`config.mk`:
```
export PLATFORM = sky130hd
export DESIGN_NAME = uefp_top
export DESIGN_NICKNAME = d
export VERILOG_FILES = /design/src/uefp_pkg.sv /design/src/uefp_top.sv /design/src/uefp_event_flag.sv /design/src/uefp_cts_publish.sv
export VERILOG_INCLUDE_DIRS = /design/src /design/src/src
export SDC_FILE = /design/constraint.sdc
export NUM_CORES = 1
export LEC_CHECK = 0
export BUFFER_PORTS_ARGS = -buffer_cell sky130_fd_sc_hd__buf_2
export CAP_MARGIN = 20
export CORE_MARGIN = 2
export CORE_UTILIZATION = 42
export CTS_BUF_LIST = sky130_fd_sc_hd__clkbuf_8 sky130_fd_sc_hd__clkbuf_16
export CTS_CLUSTER_SIZE = 14
export DETAILED_ROUTE_END_ITERATION = 8
export PLACE_DENSITY_LB_ADDON = 0.05
export SKIP_CTS_REPAIR_TIMING = 1
export SYNTH_ARGS = -nofsm -noshare
export SYNTH_HDL_FRONTEND = slang
export SYNTH_HIERARCHICAL = 1
export SYNTH_SLANG_ARGS = --single-unit
```
`constraint.sdc`:
```
create_clock -name clk -period 4.6 [get_ports clk]
set_input_delay 0.23 -clock clk [delete_from_list [all_inputs] [get_ports clk]]
set_output_delay 0.23 -clock clk [all_outputs]
set_load 0.05 [all_outputs]
```
`src/uefp_defines.svh`:
```
/*
 * register offsets, field positions, reset values and counts of the
 * uart event-flag and publish block.
 * assumes: included by bare name from the package only.
 */
`ifndef UEFP_DEFINES_SVH
`define UEFP_DEFINES_SVH

`define UEFP_OFF_CTS_FLAG      12'h100
`define UEFP_OFF_TX_END        12'h120
`define UEFP_OFF_ERROR         12'h124
`define UEFP_OFF_RX_TIMEOUT    12'h144
`define UEFP_OFF_RX_STARTED    12'h14c
`define UEFP_OFF_TX_STARTED    12'h150
`define UEFP_OFF_TX_STOPPED    12'h158
`define UEFP_OFF_CTS_PUBLISH   12'h180
`define UEFP_OFF_INT_MASK      12'h300
`define UEFP_OFF_INT_STATUS    12'h304

`define UEFP_PUB_EN_BIT        31
`define UEFP_CHANNEL_INDEX_LSB         0
`define UEFP_CHANNEL_INDEX_W           4
`define UEFP_PUB_RESET         32'h0000_0000
`define UEFP_FLAG_RESET        1'b0
`define UEFP_MASK_RESET        7'h00
`define UEFP_NUM_EVENTS        7
`define UEFP_NUM_CHANNELS      16
`define UEFP_ADDR_W            12

`endif

```
`src/uefp_pkg.sv`:
```
/*
 * types shared by the event-flag and publish block.
 * assumes: uefp_defines.svh is on the include path.
 */
`include "uefp_defines.svh"

package uefp_pkg;
    // index of each event in the status and mask vectors
    typedef enum logic [2:0] {
        UEFP_EV_TX_END     = 3'h0,
        UEFP_EV_ERROR      = 3'h1,
        UEFP_EV_RX_TIMEOUT = 3'h2,
        UEFP_EV_RX_STARTED = 3'h3,
        UEFP_EV_TX_STARTED = 3'h4,
        UEFP_EV_TX_STOPPED = 3'h5,
        UEFP_EV_CTS        = 3'h6
    } uefp_event_t;

    typedef enum logic [1:0] {
        UEFP_APB_IDLE   = 2'b00,
        UEFP_APB_SETUP  = 2'b01,
        UEFP_APB_ACCESS = 2'b11
    } uefp_apb_state_t;
endpackage

```
`src/uefp_top.sv`:
```
/*
 * uart event flags and clear-to-send publish, with an apb register slave
 * and one level interrupt.
 * assumes: event inputs are one-cycle pulses from the byte engine, cts_n
 * is already synchronous to clk, apb master follows the usual protocol.
 */
// Function
// set end-of-transmission flag after last byte
// set receive-started flag on receiver start
// set transmit-started flag on transmitter start
// publish cts on channel from index field
// publish only while enable bit 31 set
// error, timeout, tx-stopped flags sticky until cleared
// cts event when flow-control input falls low
`timescale 1ns/1ps
`default_nettype none

module uefp_top
    import uefp_pkg::*;
#(
    parameter int NUM_CH = `UEFP_NUM_CHANNELS
) (
    // clock and reset
    input  wire logic               clk,
    input  wire logic               srst,
    // apb slave
    input  wire logic               psel,
    input  wire logic               penable,
    input  wire logic               pwrite,
    input  wire logic [31:0]        paddr,
    input  wire logic [31:0]        pwdata,
    input  wire logic [3:0]         pstrb,
    output logic      [31:0]        prdata,
    output logic                    pready,
    output logic                    pslverr,
    // events from the byte engine
    input  wire logic               tx_last_byte_done,
    input  wire logic               rx_error,
    input  wire logic               rx_timeout,
    input  wire logic               rx_started,
    input  wire logic               tx_started,
    input  wire logic               tx_stopped,
    // flow control from the remote side
    input  wire logic               cts_n,
    // interconnect and interrupt
    output logic      [NUM_CH-1:0]  channel_pulse,
    output logic                    irq
);
    localparam int NEV = `UEFP_NUM_EVENTS;

    logic [NEV-1:0] ev_pulse;
    logic [NEV-1:0] flag_clr;
    logic [NEV-1:0] flags;
    logic [NEV-1:0] mask_reg;
    logic [31:0]    pub_reg;
    logic           cts_n_reg;
    logic           cts_event;
    logic           wr_fire;
    logic           rd_fire;
    logic           addr_ok;
    logic [31:0]    rd_data;
    logic [11:0]    offs;

    // address decode shared by read and write paths
    function automatic logic [3:0] uefp_decode(input logic [31:0] a);
        logic [3:0] idx;
        idx = 4'hf;
        if (a[31:12] == 20'h0) begin
            case (a[11:0])
                `UEFP_OFF_TX_END:      idx = 4'h0;
                `UEFP_OFF_ERROR:       idx = 4'h1;
                `UEFP_OFF_RX_TIMEOUT:  idx = 4'h2;
                `UEFP_OFF_RX_STARTED:  idx = 4'h3;
                `UEFP_OFF_TX_STARTED:  idx = 4'h4;
                `UEFP_OFF_TX_STOPPED:  idx = 4'h5;
                `UEFP_OFF_CTS_FLAG:    idx = 4'h6;
                `UEFP_OFF_CTS_PUBLISH: idx = 4'h8;
                `UEFP_OFF_INT_MASK:    idx = 4'h9;
                `UEFP_OFF_INT_STATUS:  idx = 4'ha;
                default:               idx = 4'hf;
            endcase
        end
        return idx;
    endfunction

    // cts event: falling edge of the flow-control input
    always_ff @(posedge clk) begin
        if (srst) begin
            cts_n_reg <= 1'b1;
        end else begin
            cts_n_reg <= cts_n;
        end
    end
    assign cts_event = cts_n_reg && !cts_n;

    always_comb begin
        ev_pulse                     = '0;
        ev_pulse[UEFP_EV_TX_END]     = tx_last_byte_done;
        ev_pulse[UEFP_EV_ERROR]      = rx_error;
        ev_pulse[UEFP_EV_RX_TIMEOUT] = rx_timeout;
        ev_pulse[UEFP_EV_RX_STARTED] = rx_started;
        ev_pulse[UEFP_EV_TX_STARTED] = tx_started;
        ev_pulse[UEFP_EV_TX_STOPPED] = tx_stopped;
        ev_pulse[UEFP_EV_CTS]        = cts_event;
    end

    // apb: zero wait states, one access cycle per transfer
    assign pready  = 1'b1;
    assign offs    = paddr[11:0];
    assign addr_ok = (uefp_decode(paddr) != 4'hf) && (paddr[1:0] == 2'b00);
    assign wr_fire = psel && penable && pwrite && addr_ok;
    assign rd_fire = psel && penable && !pwrite;

    // pslverr is combinational against the access phase of an unmapped address
    assign pslverr = psel && penable && !addr_ok;

    // writing 0 to an event register, or 1 to its status bit, clears it
    always_comb begin
        logic [3:0] idx;
        idx      = uefp_decode(paddr);
        flag_clr = '0;
        if (wr_fire && pstrb[0]) begin
            if (idx < 4'h7 && !pwdata[0]) begin
                flag_clr[idx[2:0]] = 1'b1;
            end else if (idx == 4'ha) begin
                flag_clr = pwdata[NEV-1:0];
            end
        end
    end

    genvar g;
    generate
        for (g = 0; g < NEV; g++) begin : g_flag
            uefp_event_flag u_flag (
                .clk       (clk),
                .srst      (srst),
                .set_pulse (ev_pulse[g]),
                .clr_pulse (flag_clr[g]),
                .flag      (flags[g])
            );
        end
    endgenerate

    // publish configuration, byte-lane writable
    always_ff @(posedge clk) begin
        if (srst) begin
            pub_reg <= `UEFP_PUB_RESET;
        end else if (wr_fire && offs == `UEFP_OFF_CTS_PUBLISH) begin
            for (int b = 0; b < 4; b++) begin
                if (pstrb[b]) begin
                    pub_reg[8*b +: 8] <= pwdata[8*b +: 8];
                end
            end
        end
    end

    always_ff @(posedge clk) begin
        if (srst) begin
            mask_reg <= `UEFP_MASK_RESET;
        end else if (wr_fire && offs == `UEFP_OFF_INT_MASK && pstrb[0]) begin
            mask_reg <= pwdata[NEV-1:0];
        end
    end

    uefp_cts_publish #(
        .NUM_CH (NUM_CH),
        .CH_W   (`UEFP_CHANNEL_INDEX_W)
    ) u_pub (
        .clk           (clk),
        .srst          (srst),
        .pub_en        (pub_reg[`UEFP_PUB_EN_BIT]),
        .channel_index (pub_reg[`UEFP_CHANNEL_INDEX_LSB +: `UEFP_CHANNEL_INDEX_W]),
        .cts_event     (cts_event),
        .channel_pulse (channel_pulse)
    );

    // read mux; reserved bits read as zero, except bits 30:4 of the publish register, which read back as written
    always_comb begin
        logic [3:0] idx;
        idx     = uefp_decode(paddr);
        rd_data = 32'h0000_0000;
        case (idx)
            4'h0, 4'h1, 4'h2, 4'h3, 4'h4, 4'h5, 4'h6:
                rd_data = {31'h0, flags[idx[2:0]]};
            4'h8:    rd_data = pub_reg;
            4'h9:    rd_data = {{(32-NEV){1'b0}}, mask_reg};
            4'ha:    rd_data = {{(32-NEV){1'b0}}, flags};
            default: rd_data = 32'h0000_0000;
        endcase
    end

    // read data registered at the end of the setup phase, held until the next read
    always_ff @(posedge clk) begin
        if (srst) begin
            prdata <= 32'h0000_0000;
        end else if (psel && !penable && !pwrite) begin
            prdata <= rd_data;
        end
    end

    always_ff @(posedge clk) begin
        if (srst) begin
            irq <= 1'b0;
        end else begin
            irq <= |(flags & mask_reg);
        end
    end

    logic unused_rd;
    assign unused_rd = rd_fire;
endmodule

`default_nettype wire

```
`src/uefp_event_flag.sv`:
```
/*
 * one sticky event flag: set by a hardware pulse, cleared by software.
 * assumes: set and clear are single-cycle pulses in the clk domain.
 */
`timescale 1ns/1ps
`default_nettype none

module uefp_event_flag
    import uefp_pkg::*;
(
    // clock and reset
    input  wire logic clk,
    input  wire logic srst,
    // control
    input  wire logic set_pulse,
    input  wire logic clr_pulse,
    // state
    output logic      flag
);
    // set wins over a clear in the same cycle so no event is lost
    always_ff @(posedge clk) begin
        if (srst) begin
            flag <= `UEFP_FLAG_RESET;
        end else if (set_pulse) begin
            flag <= 1'b1;
        end else if (clr_pulse) begin
            flag <= 1'b0;
        end
    end
endmodule

`default_nettype wire

```
`src/uefp_cts_publish.sv`:
```
/*
 * routes the clear-to-send event onto one of the interconnect channels.
 * assumes: cts_event is a one-cycle pulse; channel lines are pulses.
 */
`timescale 1ns/1ps
`default_nettype none

module uefp_cts_publish
    import uefp_pkg::*;
#(
    parameter int NUM_CH = `UEFP_NUM_CHANNELS,
    parameter int CH_W   = `UEFP_CHANNEL_INDEX_W
) (
    // clock and reset
    input  wire logic              clk,
    input  wire logic              srst,
    // configuration
    input  wire logic              pub_en,
    input  wire logic [CH_W-1:0]   channel_index,
    // event in, channels out
    input  wire logic              cts_event,
    output logic      [NUM_CH-1:0] channel_pulse
);
    // registered so the channel lines are glitch free
    genvar g;
    generate
        for (g = 0; g < NUM_CH; g++) begin : g_ch
            always_ff @(posedge clk) begin
                if (srst) begin
                    channel_pulse[g] <= 1'b0;
                end else begin
                    channel_pulse[g] <= cts_event && pub_en
                                        && (channel_index == CH_W'(g));
                end
            end
        end
    endgenerate
endmodule

`default_nettype wire

```
==> metrics.csv <==
metric,value,unit
synthArstFlopShare,0,%
max_slew.worst_pin.slew,0.9410,ns
dpl.hpwl,7.494,mm
utilization,52.18,%
cts_max_path_buffers,2,
io_buffers,129,
intPower,1.139,mW
rsz0062_at_grt,false,
synth_enable_flop_cells,0,
cts_tree,done,
seqPwrFrac,55.5,%
synthesis.area,4106,um2
area_growth,22.49,%
hold_viol,0,
fin_nets,654,
core_area,9639,um2
reg2reg_depth,4,
irDropWorstVdd,0.1768,mV
gp_congestion,0.8761,
first_pass_iters,4,
ant_nets,0,
setup_viol,0,
synth_cells,456,
tns,0,ns
cts_sinks,96,
overflow,0,
slew_headroom,36.78,%
clock-root-buffer,clkbuf_8,
yosys_warnings,6,
io_pins,131,
timing.fmax,0.3840,GHz
drc,0,
fin_cells,712,
p_comb_share,6.4,%
final_cell_mix,"129 x buf_2, 96 x dfxtp_1, 58 x nor2_1, 44 x nand2_1, 41 x mux2i_1",
dp_cells,695,
n_antenna_cell,0,
initial_utilization,42.60,%
via_per_inst,5.129,
grt_pass1_vias,3359,
cap_violations,0,
p_leak,2.207,nW
p_per_area,302.1,nW/um2
syn-num-nets,536,
clk_latency,0.37,ns
cts_buffers,9,
worst_setup_path_start_kind,input port,
min_path_type,in2reg,
required,4.83,ns
hold_depth,2,
grt_pass1_wl,16.73,mm
timing.final.max_slew_violations,0,
die_y,102.9,um
path_class,in2reg,
arrival,2.83,ns
ys_ff_latch,96,
drive_gt1_share,30.05,%
critPathMaxFanout,10,
synthFlopType,dfxtp_1,
finalCriticalPeriod,2.604,ns
antenna_found_initial,0,
fp.dieW,102.9,um
power.switching,0.3800,mW
drt-initial-drc-count,99,
vias,3652,
ys_seq_area_share,46.80,%
final_common_cell,buf_2,
status,completed,
drt-total-wl,10.59,mm
ctsHtreeMaxLevel,3,
p_sw_share,25.01,%
critPathCaptureType,register,
clk_pin_slew_worst_paths,0.10,ns
grt_max_degree,79,
syn_area_per_cell,9.005,um2
power_frac_clock,38.1,%
gr-usage-all-layers,20.38,%
clock_skew,0.01093,ns
ys_types,55,
row_count,36,
die_area,10580,um2
timing.final.crit_share,56.61,%
wl_per_cell,14.88,um
layout make-up:
| class | instances | area, um2 |
|---|---|---|
| fillers | 948 | 4609 |
| multi-input cells | 326 | 2021 |
| flip-flops and latches | 96 | 1922 |
| repair buffers | 132 | 675.6 |
| well taps | 133 | 166.4 |
| clock buffers | 9 | 123.9 |
| clock inverters | 7 | 87.58 |
| inverters | 9 | 33.78 |
power groups by stage:
stage	combinational (mW)	sequential, mW	clock, mW
floorplan	0.0474	0.860	0
global placement	0.0961	0.862	0
detailed placement	0.0975	0.862	0
CTS	0.0979	0.843	0.599
global route	0.108	0.844	0.626
finish	0.0973	0.843	0.579
kinds of logic (layout without fill, tap and decap cells):
kind of cell / Yosys count / in the layout / share of synthesized area (%)
AND/OR/NAND/NOR: 206 / 206 / 25.69
buffers and inverters: 34 / 157 / 4.113
other: 1 / 1 / 0.09132
AO/OA/AOI/OAI: 75 / 75 / 12.55
multiplexers: 43 / 43 / 10.54
flip-flops: 96 / 96 / 46.80
XOR/XNOR: 1 / 1 / 0.2133
worst max-delay path, cell delays in order:
cell and delay, ns:
buf_2 0.16, nor4b_1 0.46, a211o_1 0.20, a32oi_2 0.14, or4_1 0.77, nor3_4 0.55
mux2i_1 0.27, nor2_1 0.05
cell usage after synthesis (all sizes together) (3+ instances only):
master  number  share of area, %
inv          9              0.82
nand2       44               4.0
o21ai        4              0.49
nor4         7               1.1
clkbuf      14               1.3
and2         3              0.46
buf         11               2.0
dfxtp       96                47
nand3b       3              0.55
nor2        63               6.3
a21oi       37               5.2
a22oi       17               3.1
mux2i       41                10
or3          3              0.46
nor3b        5              0.91
or4          5               1.0
nand3       30               3.7
or2          3              0.46
a32oi        3              0.82
nand2b      10               1.5
nor2b        3              0.46
nor3        15               2.1
final timing paths:
check,from,end,slack (ns)
setup / recovery,paddr[4],mask_reg[5],2.00
hold / removal,cts_n,cts_n_reg,0.05
setup reg to reg,g_flag[5].u_flag/flag,prdata[0],3.25
hold reg to reg,prdata[11],prdata[11],0.45
per-layer routing:
metal	global-route usage, %	share of wire, %	wire length [um]	up-vias
met4	6.781	1.5	155	0
li1	-	-	-	1840
met5	0	0	0	-
met3	5.220	5.3	564	12
met2	32.27	47	5000	84
met1	27.20	46	4871	1716
metrics by stage:
step	power [mW]	hold slack, ns	area (um2)	setup WS, ns
global placement	0.9584	0.4341	4803	1.579
CTS	1.540	0.03292	5015	1.956
floorplan	0.9075	0.2924	4106	2.084
global route	1.578	0.03327	5030	1.815
detailed placement	0.9593	0.4352	4803	1.608
finish	1.519	0.04844	5030	1.996
(Power assumes the default switching activity.)
